--- src/rtl/psi_pkg.sv ---
// Package of offsets, fields, reset values and timing for the panel status indicators
// Summary of operation
// - Ready lamp lit while drive powered and controller able to take commands.
// - Ready lamp dark while a received host command is being carried out.
// - Protect lamp lit when a cartridge is in and panel protect switch set or cartridge reports unsafe.
// - Panel switches sampled at a regular interval; lamp refreshed when condition changes.
// - On cartridge load, safe-plug status is read and protect lamp updated.
// - Protect lamp off on cartridge unload or when the protect switch clears with the plug safe.
// - Low power-fail input sets a sticky latch held until the controller reads it.
// - Once the controller has seen the power-fail latch, all drive activity stops.
// - Lamp outputs are active low; panel protect switch reads active high.
package psi_pkg;
    // Register bus shape
    localparam int ADDR_W = 8;
    localparam int DATA_W = 32;

    // Register byte offsets
    localparam logic [7:0] PSI_CTRL_OFS = 8'h00;
    localparam logic [7:0] PSI_STATUS_OFS = 8'h04;
    localparam logic [7:0] PSI_IRQ_STAT_OFS = 8'h08;
    localparam logic [7:0] PSI_IRQ_MASK_OFS = 8'h0c;
    localparam logic [7:0] PSI_DRIVE_OFS = 8'h10;

    // Control register fields
    localparam int CTRL_ONLINE_BIT = 0;
    localparam int CTRL_BUSY_BIT = 1;
    localparam int CTRL_W = 2;
    localparam logic [1:0] CTRL_RESET = 2'h0;

    // Drive control register fields
    localparam int DRV_WRITE_BIT = 0;
    localparam int DRV_ERASE_BIT = 1;
    localparam int DRV_W = 2;
    localparam logic [1:0] DRV_RESET = 2'h0;

    // Status register fields
    localparam int ST_PROTECT_BIT = 0;
    localparam int ST_PRESENT_BIT = 1;
    localparam int ST_UNSAFE_BIT = 2;
    localparam int ST_SWITCH_BIT = 3;
    localparam int ST_PFAIL_BIT = 4;
    localparam int ST_INHIBIT_BIT = 5;
    localparam int ST_READY_BIT = 6;
    localparam int ST_W = 7;

    // Interrupt event fields, shared by status and mask
    localparam int EV_PFAIL_BIT = 0;
    localparam int EV_PROTECT_BIT = 1;
    localparam int EV_LOAD_BIT = 2;
    localparam int EV_UNLOAD_BIT = 3;
    localparam int EV_W = 4;
    localparam logic [3:0] EV_RESET = 4'h0;

    // Switch sampling interval
    localparam int CLK_MHZ = 200;
    localparam int SAMPLE_US = 1000;
    localparam int SAMPLE_CYCLES = SAMPLE_US * CLK_MHZ;
endpackage : psi_pkg

--- src/rtl/psi_panel.sv ---
// Front panel lamps, write-protect tracking and power-fail latch of the tape controller
`timescale 1ns/1ps
`default_nettype none
module psi_panel
    import psi_pkg::*;
#(
    parameter int unsigned SAMPLE_PERIOD = SAMPLE_CYCLES
) (
    input wire logic clk,
    input wire logic rst,
    // Register port
    input wire logic [ADDR_W-1:0] reg_addr,
    input wire logic [DATA_W-1:0] reg_wdata,
    input wire logic reg_wr,
    input wire logic reg_rd,
    output logic [DATA_W-1:0] reg_rdata,
    // Controller state
    input wire logic drive_powered,
    input wire logic cmd_active,
    // Panel connector
    input wire logic panel_protect_switch,
    input wire logic power_fail_n,
    output logic ready_lamp_n,
    output logic protect_lamp_n,
    // Tape drive status and control
    input wire logic cartridge_present_n,
    input wire logic cartridge_unsafe_n,
    output logic write_gate_n,
    output logic erase_gate_n,
    output logic drive_inhibit,
    // Interrupt
    output logic irq
);
    // Register decode
    logic sel_ctrl;
    logic sel_status;
    logic sel_irq_stat;
    logic sel_irq_mask;
    logic sel_drive;

    // Full address compare; anything else is unmapped and reads zero
    assign sel_ctrl = (reg_addr == PSI_CTRL_OFS);
    assign sel_status = (reg_addr == PSI_STATUS_OFS);
    assign sel_irq_stat = (reg_addr == PSI_IRQ_STAT_OFS);
    assign sel_irq_mask = (reg_addr == PSI_IRQ_MASK_OFS);
    assign sel_drive = (reg_addr == PSI_DRIVE_OFS);

    logic wr_ctrl;
    logic wr_irq_mask;
    logic wr_drive;
    logic rd_status;
    logic rd_irq_stat;

    // Strobe qualification
    assign wr_ctrl = reg_wr & sel_ctrl;
    assign wr_irq_mask = reg_wr & sel_irq_mask;
    assign wr_drive = reg_wr & sel_drive;
    assign rd_status = reg_rd & sel_status;
    assign rd_irq_stat = reg_rd & sel_irq_stat;

    // Software-written registers
    logic [CTRL_W-1:0] ctrl_q;
    logic [EV_W-1:0] irq_mask_q;
    logic [DRV_W-1:0] drive_q;

    // Plain storage; the drive request bits are gated later, not here
    always_ff @(posedge clk) begin
        if (rst) begin
            ctrl_q <= CTRL_RESET;
            irq_mask_q <= EV_RESET;
            drive_q <= DRV_RESET;
        end else begin
            if (wr_ctrl) begin
                ctrl_q <= reg_wdata[CTRL_W-1:0];
            end
            if (wr_irq_mask) begin
                irq_mask_q <= reg_wdata[EV_W-1:0];
            end
            if (wr_drive) begin
                drive_q <= reg_wdata[DRV_W-1:0];
            end
        end
    end

    // Input conditioning
    logic cart_present;
    logic cart_unsafe;
    logic switch_set;

    // Drive status lines are low-true, the panel switch is high-true
    assign cart_present = ~cartridge_present_n;
    assign cart_unsafe = ~cartridge_unsafe_n;
    assign switch_set = panel_protect_switch;

    // Cartridge load and unload detection
    logic present_q;
    logic load_ev;
    logic unload_ev;

    // Present history starts empty, so a cartridge seated at reset counts as a load
    always_ff @(posedge clk) begin
        if (rst) begin
            present_q <= 1'b0;
        end else begin
            present_q <= cart_present;
        end
    end

    assign load_ev = cart_present & ~present_q;
    assign unload_ev = ~cart_present & present_q;

    // Periodic panel sampling
    logic sample_tick;

    psi_tick #(
        .PERIOD(SAMPLE_PERIOD)
    ) u_sample_tick (
        .clk(clk),
        .rst(rst),
        .tick(sample_tick)
    );

    logic switch_smp_q;
    logic unsafe_smp_q;

    // Panel and plug state only move on the sampling enable; this also
    // rides over switch bounce shorter than the interval
    always_ff @(posedge clk) begin
        if (rst) begin
            switch_smp_q <= 1'b0;
            unsafe_smp_q <= 1'b0;
        end else if (sample_tick) begin
            switch_smp_q <= switch_set;
            unsafe_smp_q <= cart_unsafe;
        end
    end

    // Write-protect state
    logic protect_q;
    logic protect_d;
    logic smp_cond;
    logic load_cond;

    // Blocked when a cartridge is in and either switch or plug says so
    assign smp_cond = cart_present & (switch_set | cart_unsafe);
    assign load_cond = switch_set | cart_unsafe;

    // Unload wins over load, and both win over the periodic check, since a
    // cartridge change must not wait for the next sample
    always_comb begin
        protect_d = protect_q;
        if (unload_ev) begin
            protect_d = 1'b0;
        end else if (load_ev) begin
            protect_d = load_cond;
        end else if (sample_tick && (smp_cond != protect_q)) begin
            protect_d = smp_cond;
        end
    end

    always_ff @(posedge clk) begin
        if (rst) begin
            protect_q <= 1'b0;
        end else begin
            protect_q <= protect_d;
        end
    end

    logic protect_ev;

    assign protect_ev = (protect_d != protect_q);

    // Power-fail latch and drive inhibit
    logic pfail_q;
    logic pfail_set;
    logic pfail_seen;
    logic inhibit_q;

    // Any low level on the optional input latches; the input idles high
    assign pfail_set = ~power_fail_n;
    // Controller observes the latch by reading status while it is set
    assign pfail_seen = rd_status & pfail_q;

    psi_sticky #(
        .W(1)
    ) u_pfail_latch (
        .clk(clk),
        .rst(rst),
        .set(pfail_set),
        .clr(rd_status),
        .q(pfail_q)
    );

    // Once seen, drive activity stays stopped until reset: power is going away
    always_ff @(posedge clk) begin
        if (rst) begin
            inhibit_q <= 1'b0;
        end else if (pfail_seen) begin
            inhibit_q <= 1'b1;
        end
    end

    // Lamps and drive gates
    logic ready_d;
    logic write_ok;
    logic erase_ok;
    logic ready_lamp_n_q;
    logic protect_lamp_n_q;
    logic write_gate_n_q;
    logic erase_gate_n_q;

    // Ready needs power, firmware online, no command running and no inhibit
    assign ready_d = drive_powered & ctrl_q[CTRL_ONLINE_BIT] & ~inhibit_q
        & ~cmd_active & ~ctrl_q[CTRL_BUSY_BIT];
    // Gates use the next protect value so they drop in the same edge as the lamp
    assign write_ok = drive_q[DRV_WRITE_BIT] & ~protect_d & ~inhibit_q;
    assign erase_ok = drive_q[DRV_ERASE_BIT] & ~protect_d & ~inhibit_q;

    // All pin outputs from flops; lamps and gates are low-true
    always_ff @(posedge clk) begin
        if (rst) begin
            ready_lamp_n_q <= 1'b1;
            protect_lamp_n_q <= 1'b1;
            write_gate_n_q <= 1'b1;
            erase_gate_n_q <= 1'b1;
        end else begin
            ready_lamp_n_q <= ~ready_d;
            protect_lamp_n_q <= ~protect_d;
            write_gate_n_q <= ~write_ok;
            erase_gate_n_q <= ~erase_ok;
        end
    end

    assign ready_lamp_n = ready_lamp_n_q;
    assign protect_lamp_n = protect_lamp_n_q;
    assign write_gate_n = write_gate_n_q;
    assign erase_gate_n = erase_gate_n_q;
    assign drive_inhibit = inhibit_q;

    // Interrupt status and output
    logic [EV_W-1:0] ev_set;
    logic [EV_W-1:0] ev_clr;
    logic [EV_W-1:0] irq_stat_q;
    logic irq_q;

    // Power fail reports its rising latch, the rest are single-cycle events
    assign ev_set = {unload_ev, load_ev, protect_ev, pfail_set & ~pfail_q};
    // A read of the interrupt status clears every bit it returned
    assign ev_clr = {EV_W{rd_irq_stat}};

    psi_sticky #(
        .W(EV_W)
    ) u_irq_stat (
        .clk(clk),
        .rst(rst),
        .set(ev_set),
        .clr(ev_clr),
        .q(irq_stat_q)
    );

    // Level interrupt from a flop, one cycle behind the status bits
    always_ff @(posedge clk) begin
        if (rst) begin
            irq_q <= 1'b0;
        end else begin
            irq_q <= |(irq_stat_q & irq_mask_q);
        end
    end

    assign irq = irq_q;

    // Read data
    logic [ST_W-1:0] status_word;
    logic [DATA_W-1:0] rd_mux;
    logic [DATA_W-1:0] rdata_q;

    // Live status; bits above the field widths read as zero
    assign status_word = {~ready_lamp_n_q, inhibit_q, pfail_q, switch_smp_q,
        unsafe_smp_q, cart_present, protect_q};

    assign rd_mux = sel_ctrl ? {{(DATA_W-CTRL_W){1'b0}}, ctrl_q}
        : sel_status ? {{(DATA_W-ST_W){1'b0}}, status_word}
        : sel_irq_stat ? {{(DATA_W-EV_W){1'b0}}, irq_stat_q}
        : sel_irq_mask ? {{(DATA_W-EV_W){1'b0}}, irq_mask_q}
        : sel_drive ? {{(DATA_W-DRV_W){1'b0}}, drive_q}
        : {DATA_W{1'b0}};

    // Data stands only in the cycle after the read strobe
    always_ff @(posedge clk) begin
        if (rst) begin
            rdata_q <= {DATA_W{1'b0}};
        end else if (reg_rd) begin
            rdata_q <= rd_mux;
        end else begin
            rdata_q <= {DATA_W{1'b0}};
        end
    end

    assign reg_rdata = rdata_q;
endmodule : psi_panel
`default_nettype wire

--- src/rtl/psi_sticky.sv ---
// Bank of sticky flags where a set in the clearing cycle wins over the clear
`timescale 1ns/1ps
`default_nettype none
module psi_sticky #(
    parameter int W = 1
) (
    input wire logic clk,
    input wire logic rst,
    input wire logic [W-1:0] set,
    input wire logic [W-1:0] clr,
    output logic [W-1:0] q
);
    logic [W-1:0] q_d;

    // Set is ORed after the clear so a coincident event is never lost
    assign q_d = (q & ~clr) | set;

    always_ff @(posedge clk) begin
        if (rst) begin
            q <= '0;
        end else begin
            q <= q_d;
        end
    end
endmodule : psi_sticky
`default_nettype wire

--- src/rtl/psi_tick.sv ---
// Free-running divider that yields a one-cycle enable pulse every PERIOD cycles
`timescale 1ns/1ps
`default_nettype none
module psi_tick #(
    parameter int unsigned PERIOD = 4
) (
    input wire logic clk,
    input wire logic rst,
    output logic tick
);
    logic [31:0] cnt_q;
    logic [31:0] cnt_d;
    logic wrap;

    // Count down so the compare is against a constant zero
    assign wrap = (cnt_q == 32'h0);
    assign cnt_d = wrap ? 32'(PERIOD - 1) : cnt_q - 32'h1;
    assign tick = wrap;

    always_ff @(posedge clk) begin
        if (rst) begin
            cnt_q <= 32'h0;
        end else begin
            cnt_q <= cnt_d;
        end
    end
endmodule : psi_tick
`default_nettype wire

--- config.mk ---
export PLATFORM = sky130hd
export DESIGN_NAME = psi_panel
export DESIGN_NICKNAME = d
export VERILOG_FILES = /design/src/rtl/psi_pkg.sv /design/src/rtl/psi_panel.sv /design/src/rtl/psi_sticky.sv /design/src/rtl/psi_tick.sv
export SDC_FILE = /design/constraint.sdc
export NUM_CORES = 1
export LEC_CHECK = 0
export BUFFER_PORTS_ARGS = -buffer_cell sky130_fd_sc_hd__buf_2
export CORE_ASPECT_RATIO = 0.9
export CORE_UTILIZATION = 50
export DETAILED_ROUTE_END_ITERATION = 8
export PLACE_DENSITY = 0.78
export SLEW_MARGIN = 30
export SYNTH_ARGS = -nofsm -noshare
export SYNTH_HDL_FRONTEND = slang
export SYNTH_HIERARCHICAL = 1
export SYNTH_SLANG_ARGS = --single-unit
--- constraint.sdc ---
create_clock -name clk -period 3.07 [get_ports clk]
set_input_delay 0.1535 -clock clk [delete_from_list [all_inputs] [get_ports clk]]
set_output_delay 0.1535 -clock clk [all_outputs]
set_load 0.1 [all_outputs]
==> impl_metrics.py, run 1 <==
metrics = {
    "outcome": {
        "outcome": "finished, final reports clean",
    },
    "floorplan": {
        "die_w_um": 83.5,
        "chipHeight_um": 75.3,
        "row_count": 26,
        "ios": 88,
        "die_area_mm2": 0.00629,
        "start_util_pct": 52.2,
        "core_mm2": 0.00573,
    },
    "critical_path": {
        "cp.arrival_ns": 2.92,
        "critical_path.max_fanout": 7,
        "worst-setup-path-type": "flip-flop to flip-flop",
        "start_kind": "flip-flop",
        "end_kind": "flip-flop",
        "cp.required_ns": 3.34,
    },
    "clocking": {
        "clk_pin_slew_ns": 0.07,
        "cts.sinks": 62,
        "h-tree-depth": 3,
        "cts_tree": "done",
        "cts_resized": 0,
        "ctsHoldBuffers": 1,
        "clk_latency_ns": 0.34,
        "post_cts_buffers": 0,
        "cts_buffers": 9,
        "cts-root-buf": "clkbuf_8",
        "cts_buffer_depth": 2,
    },
    "global_route": {
        "grt_pass1_vias": 2139,
        "grt_use_met2_pct": 31.4,
        "grt.total_usage_pct": 20.0,
        "use_met1_pct": 26.3,
        "grt_pass1_wl_um": 9780,
        "grt-ovfl-total": 0,
        "top_usage_layer": "met2",
        "gr-usage-met3_pct": 6.61,
        "antenna_found_initial": 0,
        "grt_max_degree": 38,
    },
    "sta": {
        "setup_tns_ns": 0,
        "clock_skew_ns": 0.00566,
        "hold_viol": 0,
        "fin_crit_sh_pct": 86.2,
        "rsz0062_at_grt": "no",
        "tightest_slew_ns": 0.691,
        "fin_crit_ns": 2.65,
        "max_slew_margin_pct": 53.5,
        "worst_hold_slack_ns": 0.0141,
        "fmax_mhz": 378,
        "slew_violations": 0,
        "finalSetupViolCount": 0,
    },
    "logic_synthesis": {
        "yosysUniqueCellTypes": 50,
        "synth-seq-cells": 62,
        "seq_area_frac_synth_pct": 41.5,
        "synth_warnings": 6,
        "syn_area_mm2": 0.00299,
        "syn_inst": 343,
        "synth.avg_cell_area_um2": 8.71,
    },
    "layout": {
        "regArea_mm2": 0.00124,
        "drive_gt1_share_pct": 19.6,
        "nNetsFinal": 438,
        "multi_input_area_mm2": 0.00156,
        "area_delta_synth_final_pct": 12.9,
        "fillers": 531,
        "diodes": 0,
    },
    "route": {
        "wl_um": 6120,
        "vias": 2559,
        "drt-initial-drc-count": 155,
        "detail-route-antenna-nets": 0,
        "drc": 0,
        "firstDrtPassIters": 4,
        "vias_per_cell": 5.54,
        "post_drt_wl_per_cell_um": 13.3,
    },
    "placement": {
        "port_buffers": 34,
        "hpwlAfterDp_um": 4390,
        "place_congestion": 0.875,
    },
    "min_path": {
        "hp-class": "input port to flip-flop",
    },
    "power": {
        "leakage_uw": 0.00138,
        "ir_drop_mv": 0.767,
        "total_power_uw": 3620,
        "power.density_mw_per_mm2": 1070,
    },
    "flow_run": {
        "drv_cap": 0,
    },
}
==> synthesized netlist by cell type, drive strengths merged <==
cell	number	area share, %
or4b	3	1.0
a31oi	1	0.21
and3	3	0.63
or3	11	2.5
a21o	2	0.50
o32ai	1	0.29
xnor2	6	1.8
o41ai	2	0.59
nor2b	3	0.63
nand2	17	2.1
and2	3	0.63
dfxtp	62	42
nand4	9	2.1
a22o	2	0.59
nand3	10	1.7
ha	1	0.42
nor3	15	2.7
o21ai	9	1.5
o311ai	2	0.59
clkbuf	6	0.75
a32o	1	0.34
a22oi	2	0.50
o31ai	10	2.7
conb	1	0.13
nor4	11	3.0
inv	14	1.8
mux2i	8	2.7
a21oi	31	5.4
o2bb2ai	2	0.59
buf	27	6.7
xor2	7	2.1
nor2	33	4.1
nor4b	2	0.80
or4	11	3.2
nand3b	2	0.50
or2	5	1.0
nand2b	7	1.5
a211oi	1	0.25
==> layout by cell type (no fill, tap or decap), types with 3 or more instances in the layout <==
cell and n:
or4_4 3, o31ai_1 9, nor2_1 33, buf_2 34
nor4_1 9, nor3_1 14, conb_1 25, inv_1 14
or4_1 6, and3_1 3, buf_4 7, nand2b_1 7
a21oi_1 29, nor2b_1 3, clkbuf_8 9, or3_1 10
dfxtp_1 62, and2_1 3, or2_2 5, mux2i_1 8
nand4_1 8, nand2_1 17, clkinvlp_4 3, nand3_1 10
xnor2_1 6, xor2_1 7, o21ai_0 9
==> cells by family after synthesis <==
group,after synthesis,share of synthesized area (%)
DFF,62,41.5
and+or+nand+nor,145,28.1
AOI/OAI and AO/OA,66,14.1
other,1,0.126
muxes,8,2.68
buffers and inverters,47,9.21
adders and majority gates,1,0.419
xor gates and xnor gates,13,3.81
==> report_power, final <==
group          switching, uW  leakage, uW  internal (uW)  total (uW)
combinational           1030     0.000786            672        1700
sequential               222     0.000505            993        1210
clock                    332    0.0000914            375         707
total                   1580      0.00138           2040        3620
==> metal layers <==
layer,vias up,wire length [um]
met5,-,0
met4,0,85
met3,8,344
met2,73,2730
met1,1197,2960
li1,1281,-
==> flip-flops by register name, indices dropped and copies added, names as in the netlist <==
signal,cells
reg_rdata,7
present_q,1
ctrl_q,2
u_pfail_latch/q,1
protect_lamp_n,1
switch_smp_q,1
protect_q,1
ready_lamp_n,1
drive_q,2
u_sample_tick/cnt_q,32
write_gate_n,1
unsafe_smp_q,1
irq_mask_q,4
u_irq_stat/q,4
irq,1
erase_gate_n,1
drive_inhibit,1
==> critical path: stages (launching register included) <==
cell     delay (ns)
dfxtp_1        0.35
inv_1          0.07
ha_1           0.21
nor4b_2        0.35
nand4_2        0.14
or3_1          0.51
inv_1          0.19
nor2b_1        0.06
o32ai_1        0.34
xor2_1         0.18
inv_1          0.07
a21oi_1        0.11
==> stage by stage <==
step | worst slack [ns] | util, % | instance area (um^2) | cells
floorplan | 0.467 | - | 3080 | 367
global placement | 0.484 | 55.3 | 3170 | 445
detailed placement | 0.431 | 55.3 | 3170 | 445
CTS | 0.411 | 58.9 | 3370 | 462
global route | 0.179 | 58.9 | 3370 | 462
finish | 0.423 | 58.9 | 3370 | 462
==> cell type report <==
| class | count | area share (%) |
|---|---|---|
| Multi-Input combinational cell | 258 | 46.3 |
| Sequential cell | 62 | 36.8 |
| Timing Repair Buffer | 42 | 6.90 |
| Clock buffer | 9 | 3.67 |
| Tap cell | 70 | 2.60 |
| Clock inverter | 7 | 2.22 |
| Inverter | 14 | 1.56 |
==> final timing paths <==
kind,startpoint,end,slack (ns),depth (start not counted)
worst min register to register,ready_lamp_n$_SDFF_PP1_,reg_rdata[6]$_SDFF_PP0_,0.42,1
worst max-delay path,u_sample_tick/cnt_q[0]$_SDFF_PP0_,u_irq_stat/q[1]$_SDFF_PP0_,0.42,11
worst max register to register,u_sample_tick/cnt_q[0]$_SDFF_PP0_,u_irq_stat/q[1]$_SDFF_PP0_,0.42,11
worst min-delay path,cmd_active,ready_lamp_n$_SDFF_PP1_,0.01,3
(Power assumes the default switching activity.)
==> inputs of run 2 (changes only) <==
==> constraint.sdc (replaced) <==
create_clock -name clk -period 3.34 [get_ports clk]
set_input_delay 0.668 -clock clk [delete_from_list [all_inputs] [get_ports clk]]
set_output_delay 0.668 -clock clk [all_outputs]
set_load 0.1 [all_outputs]
==> run 2 against run 1 <==
  * First-iteration DRC count grew 34%
  * Die area is the same
  * Final area shrank 1.2%
  * Fmax grew 3.1%
  * Critical path depth grew 1
  * Utilization shrank 0.72 points
  * Clock skew grew 0.00097 ns
  * Hold slack gained 0.40 ns
  * Global-route usage grew 0.44 points
  * Power shrank 10%
  * Critical endpoint unchanged
  * Largest cell class unchanged
==> impl_metrics.py, run 2 (synthesis gave the netlist of run 1 again) <==
metrics = {
    "power": {
        "intPower_uw": 1810,
        "seqPwrFrac_pct": 34.3,
        "power.density_mw_per_mm2": 977,
        "comb_power_share_pct": 48.4,
        "swShare_pct": 44.4,
        "leakage_uw": 0.00137,
        "ir_drop_mv": 0.674,
        "p_sw_uw": 1450,
        "pwr-share-clk_pct": 17.3,
    },
    "route": {
        "vias_per_cell": 5.59,
        "post_drt_wl_per_cell_um": 13.5,
        "top_layer": "met4",
        "drt-initial-drc-count": 207,
        "vias": 2576,
        "detail-route-antenna-nets": 0,
        "met1_length_um": 2990,
        "firstDrtPassIters": 5,
        "wl_um": 6250,
        "route.met3.wl_um": 400,
        "drc": 0,
        "route.met2.wl_um": 2760,
    },
    "layout": {
        "layout_commonest_cell": "dfxtp_1",
        "diodes": 0,
        "area_delta_synth_final_pct": 11.6,
        "largest_reg_flops": 32,
        "drive_gt1_share_pct": 19.2,
        "nNetsFinal": 437,
        "fillers": 545,
        "top_register": "u_sample_tick/cnt_q",
        "final_cell_mix": "dfxtp_1 (62), buf_2 (34), nor2_1 (33)",
    },
    "sta": {
        "hold_viol": 0,
        "worst_hold_slack_ns": 0.417,
        "slew_violations": 0,
        "fin_crit_ns": 2.57,
        "finalSetupViolCount": 0,
        "setup_tns_ns": 0,
        "max_slew_margin_pct": 53.6,
        "fin_crit_sh_pct": 76.8,
        "tightest_slew_ns": 0.696,
        "fmax_mhz": 390,
        "rsz0062_at_grt": "no",
        "clock_skew_ns": 0.00664,
    },
    "floorplan": {
        "row_count": 26,
        "die_area_mm2": 0.00629,
        "die_w_um": 83.5,
        "core_mm2": 0.00573,
        "ios": 88,
        "chipHeight_um": 75.3,
        "start_util_pct": 52.2,
    },
    "critical_path": {
        "reg2reg_from": "u_sample_tick/cnt_q[0]$_SDFF_PP0_",
        "crit_family": "simple AND/OR/NAND/NOR gates",
        "reg2reg_to": "u_irq_stat/q[1]$_SDFF_PP0_",
        "start_kind": "flip-flop",
        "cp.arrival_ns": 2.83,
        "cp_common_cell": "inv_1",
        "critical_path.max_fanout": 5,
        "cp_num_buf_inv": 4,
        "cp-startpoint": "u_sample_tick/cnt_q[0]$_SDFF_PP0_",
        "end_kind": "flip-flop",
        "worst-setup-path-type": "flip-flop to flip-flop",
        "cp_slowest_cell": "or3_1",
        "worstPathCellList": "inv_1 > ha_1 > nor4b_2 > buf_4 > nand4_2 > or3_1 > inv_1 > nor2b_1 > o32ai_1 > xor2_1 > inv_1 > a21oi_1",
        "ff2ff_path_depth": 12,
        "critPathMaxStageDelay_ns": 0.42,
        "r2r_setup_slack_ns": 0.77,
        "cp.required_ns": 3.60,
    },
    "min_path": {
        "hold_end": "reg_rdata[6]$_SDFF_PP0_",
        "hp-class": "flip-flop to flip-flop",
        "worstHoldStart": "ready_lamp_n$_SDFF_PP1_",
        "hold_depth": 1,
    },
    "flow_run": {
        "drv_cap": 0,
    },
    "clocking": {
        "clk_pin_slew_ns": 0.06,
        "cts-root-buf": "clkbuf_8",
        "post_cts_buffers": 0,
        "cts_resized": 0,
        "cts_buffers": 9,
        "clk_latency_ns": 0.34,
        "cts_tree": "done",
        "cts.sinks": 62,
        "h-tree-depth": 3,
        "ctsHoldBuffers": 0,
        "cts_buffer_depth": 2,
    },
    "global_route": {
        "grt.total_usage_pct": 20.4,
        "grt-ovfl-total": 0,
        "antenna_found_initial": 0,
        "grt_pass1_vias": 2164,
        "grt_max_degree": 38,
        "grt_pass1_wl_um": 10100,
    },
    "outcome": {
        "outcome": "finished, final reports clean",
    },
    "placement": {
        "hpwlAfterDp_um": 4450,
        "port_buffers": 34,
        "place_congestion": 0.871,
    },
}
-- run 2: changes by cell type in the layout (fill, tap and decap cells not counted), sizes merged --
cell         previous run  this run
clkbuf                  9        12
clkinvlp                3         1
bufinv                  1         0
dlygate4sd3             1         0
-- run 2: stage by stage --
step / setup WS [ns] / total power (uW) / instances / area [um^2] / utilization (%)
after global routing: 0.572 / 3490 / 461 / 3330 / 58.2
after CTS: 0.783 / 3240 / 461 / 3330 / 58.2
after global placement: 0.861 / 2610 / 445 / 3170 / 55.3
after floorplan: 0.737 / 2310 / 367 / 3080 / -
final: 0.774 / 3260 / 461 / 3330 / 58.2
after detailed placement: 0.822 / 2660 / 445 / 3170 / 55.3
-- run 2: cell type report --
type	count	area, um^2	area share, %
repair buffers	41	223	6.68
inverters	14	52.6	1.58
well taps	70	87.6	2.63
flip-flops and latches	62	1240	37.2
clock inverters	4	22.5	0.676
clock buffers	12	145	4.35
multi-input cells	258	1560	46.8
-- run 2: worst max-delay path by stage --
| stage | to | slack (ns) | cells after the start |
|---|---|---|---|
| final | u_irq_stat/q[1]$_SDFF_PP0_ | 0.77 | 12 |
| after CTS | u_irq_stat/q[1]$_SDFF_PP0_ | 0.78 | 12 |
| after detailed placement | u_irq_stat/q[1]$_SDFF_PP0_ | 0.82 | 12 |
| after global routing | u_irq_stat/q[1]$_SDFF_PP0_ | 0.57 | 12 |
| after floorplan | u_irq_stat/q[1]$_SDFF_PP0_ | 0.74 | 12 |
| after global placement | u_irq_stat/q[1]$_SDFF_PP0_ | 0.86 | 12 |
-- run 2: metal layers --
layer  track usage (%)  vias up
met5                 0        -
met4              5.65        0
met3              6.50        9
met2              33.0      101
met1              26.8     1189
li1                  -     1277
-- run 2: worst register-to-register path, stage by stage (launching register included) --
cell	delay, ns
dfxtp_1	0.35
inv_1	0.08
ha_1	0.23
nor4b_2	0.22
buf_4	0.18
nand4_2	0.08
or3_1	0.42
inv_1	0.16
nor2b_1	0.06
o32ai_1	0.34
xor2_1	0.19
inv_1	0.07
a21oi_1	0.11
-- run 2: power by group through the flow --
stage / Sequential [uW] / Combinational [uW] / Clock [uW]
floorplan: 1080 / 1230 / 0
global placement: 1110 / 1490 / 0
detailed placement: 1120 / 1540 / 0
CTS: 1110 / 1550 / 581
global route: 1140 / 1740 / 613
finish: 1120 / 1580 / 564
==> inputs of run 3 (changes only) <==
- CORE_UTILIZATION: 50 -> 46
- PLACE_DENSITY: 0.78 -> 0.75
- clock period: 3.34 -> 2.3 ns (I/O delays scaled with it)
==> run 3 against run 2 <==
  * Flip-flop and latch count is the same
  * Global-route usage rose by 0.77 points
  * Combinational power rose by 77%
  * Utilization rose by 0.23 points
  * Critical path depth is 1 lower
  * Sequential share of layout area down 2.7 points
  * Largest cell class unchanged
==> impl_metrics.py, run 3 (synthesis gave the netlist of run 1 again) <==
metrics = {
    "outcome": {
        "outcome": "finished, final reports clean",
    },
    "critical_path": {
        "ff2ff_path_depth": 11,
        "end_kind": "flip-flop",
        "start_kind": "flip-flop",
        "reg2reg_from": "u_sample_tick/cnt_q[1]$_SDFF_PP0_",
        "critical_path.max_fanout": 4,
        "worst-setup-path-type": "flip-flop to flip-flop",
        "cp-startpoint": "u_sample_tick/cnt_q[1]$_SDFF_PP0_",
        "r2r_setup_slack_ns": 0.06,
        "reg2reg_to": "u_irq_stat/q[1]$_SDFF_PP0_",
        "cp.required_ns": 2.57,
        "endpoint": "u_irq_stat/q[1]$_SDFF_PP0_",
        "cp.arrival_ns": 2.51,
    },
    "placement": {
        "hpwlAfterDp_um": 4850,
        "place_congestion": 0.821,
        "port_buffers": 34,
        "placed_area_mm2": 0.00335,
    },
    "power": {
        "intPower_uw": 3110,
        "p_sw_uw": 2270,
        "total_power_uw": 5380,
        "comb_power_share_pct": 51.8,
        "pwr-share-clk_pct": 18.1,
        "leakage_uw": 0.00150,
        "seqPwrFrac_pct": 30.2,
        "power.density_mw_per_mm2": 1490,
        "ir_drop_mv": 0.712,
        "swShare_pct": 42.2,
    },
    "layout": {
        "top_register": "u_sample_tick/cnt_q",
        "diodes": 0,
        "drive_gt1_share_pct": 26.4,
        "area_delta_synth_final_pct": 20.9,
        "final_area_mm2": 0.00361,
        "nNetsFinal": 455,
        "layout_commonest_cell": "dfxtp_1",
        "fillers": 559,
        "largest_reg_flops": 32,
        "final_cell_mix": "dfxtp_1 (59), buf_2 (34), nor2_1 (33)",
    },
    "global_route": {
        "grt.total_usage_pct": 21.2,
        "antenna_found_initial": 0,
        "grt_max_degree": 18,
        "grt-ovfl-total": 0,
        "grt_pass1_wl_um": 11200,
        "grt_pass1_vias": 2396,
    },
    "sta": {
        "hold_viol": 0,
        "slew_violations": 0,
        "clock_skew_ns": 0.00841,
        "fin_crit_ns": 2.24,
        "fin_crit_sh_pct": 97.6,
        "tightest_slew_ns": 0.663,
        "finalSetupViolCount": 0,
        "fmax_mhz": 446,
        "max_slew_margin_pct": 55.4,
        "rsz0062_at_grt": "yes",
    },
    "route": {
        "met1_length_um": 3140,
        "route.met2.wl_um": 3180,
        "detail-route-antenna-nets": 0,
        "drt-initial-drc-count": 194,
        "route.met3.wl_um": 312,
        "wl_um": 6700,
        "vias_per_cell": 5.31,
        "drc": 0,
        "post_drt_wl_per_cell_um": 13.5,
        "vias": 2633,
        "firstDrtPassIters": 4,
        "top_layer": "met4",
    },
    "clocking": {
        "cts.sinks": 62,
        "cts-root-buf": "clkbuf_8",
        "cts_buffer_depth": 2,
        "clk_pin_slew_ns": 0.06,
        "cts_tree": "done",
        "h-tree-depth": 3,
        "cts_buffers": 9,
        "clk_latency_ns": 0.34,
    },
    "floorplan": {
        "die_w_um": 87.0,
        "core_mm2": 0.00618,
        "chipHeight_um": 78.5,
        "die_area_mm2": 0.00682,
        "ios": 88,
        "row_count": 27,
        "start_util_pct": 48.3,
    },
    "min_path": {
        "hp-class": "input port to flip-flop",
    },
    "flow_run": {
        "drv_cap": 0,
    },
}
run 3: layout make-up:
class | count | area (um^2) | share of cell area, %
clock buffers | 12 | 155 | 4.29
clock inverters | 4 | 45.0 | 1.25
inverters | 14 | 55.1 | 1.52
multi-input cells | 258 | 1640 | 45.5
flip-flops and latches | 62 | 1250 | 34.5
well taps | 87 | 109 | 3.01
repair buffers | 59 | 358 | 9.90
run 3: layer usage:
layer	GRT usage [%]	vias to the layer above
li1	-	1314
met1	27.3	1250
met5	0	-
met3	6.94	9
met4	6.33	0
met2	33.4	60
run 3: power groups by stage:
stage	clock (uW)	combinational, uW	sequential [uW]
4_1_cts	989	2670	1610
2_1_floorplan	0	1850	1590
6_report	972	2790	1620
5_1_grt	1040	3030	1670
3_5_place_dp	0	2650	1630
3_3_place_gp	0	2560	1610
run 3: metrics by stage:
stage / setup TNS [ns] / worst slack, ns / hold slack (ns) / util [%] / std cells
after floorplan: -0.00379 / -0.00379 / 0.371 / - / 367
after global placement: 0 / 0.0193 / 0.396 / 54.2 / 478
after detailed placement: 0 / 0.0169 / 0.392 / 54.2 / 478
after CTS: 0 / 0.0328 / 0.303 / 57.5 / 494
after global routing: -0.105 / -0.103 / 0.298 / 58.4 / 496
final: 0 / 0.0563 / 0.314 / 58.4 / 496
run 3: worst max-delay path, stage by stage, from the launching register on:
cell	delay (ns)
dfxtp_4	0.34
inv_2	0.05
ha_4	0.14
nor4b_4	0.24
nand4_2	0.15
or3_4	0.43
inv_4	0.08
nor2b_4	0.04
o32ai_4	0.33
xor2_1	0.18
inv_1	0.07
a21oi_2	0.13
run 3: how the worst min path moves through the flow:
stage,startpoint,to,slack [ns],cells past startpoint
after detailed placement,drive_q[0]$_SDFFE_PP0P_,write_gate_n$_SDFF_PP1_,0.39,1
after global routing,cartridge_unsafe_n,unsafe_smp_q$_SDFFE_PP0P_,0.30,2
after CTS,cartridge_unsafe_n,unsafe_smp_q$_SDFFE_PP0P_,0.30,2
after floorplan,drive_q[1]$_SDFFE_PP0P_,erase_gate_n$_SDFF_PP1_,0.37,1
final,cartridge_unsafe_n,unsafe_smp_q$_SDFFE_PP0P_,0.31,2
after global placement,drive_q[0]$_SDFFE_PP0P_,write_gate_n$_SDFF_PP1_,0.40,1
run 3: repair_timing:
| item | in CTS | in global routing |
|---|---|---|
| hold buffers | 0 | 0 |
| cloned | 0 | 0 |
| endpoints found under the setup margin | 1 | 3 |
| gates resized for setup | 1 | 8 |
| buffers inserted | 0 | 2 |
| pin swaps | 1 | 7 |
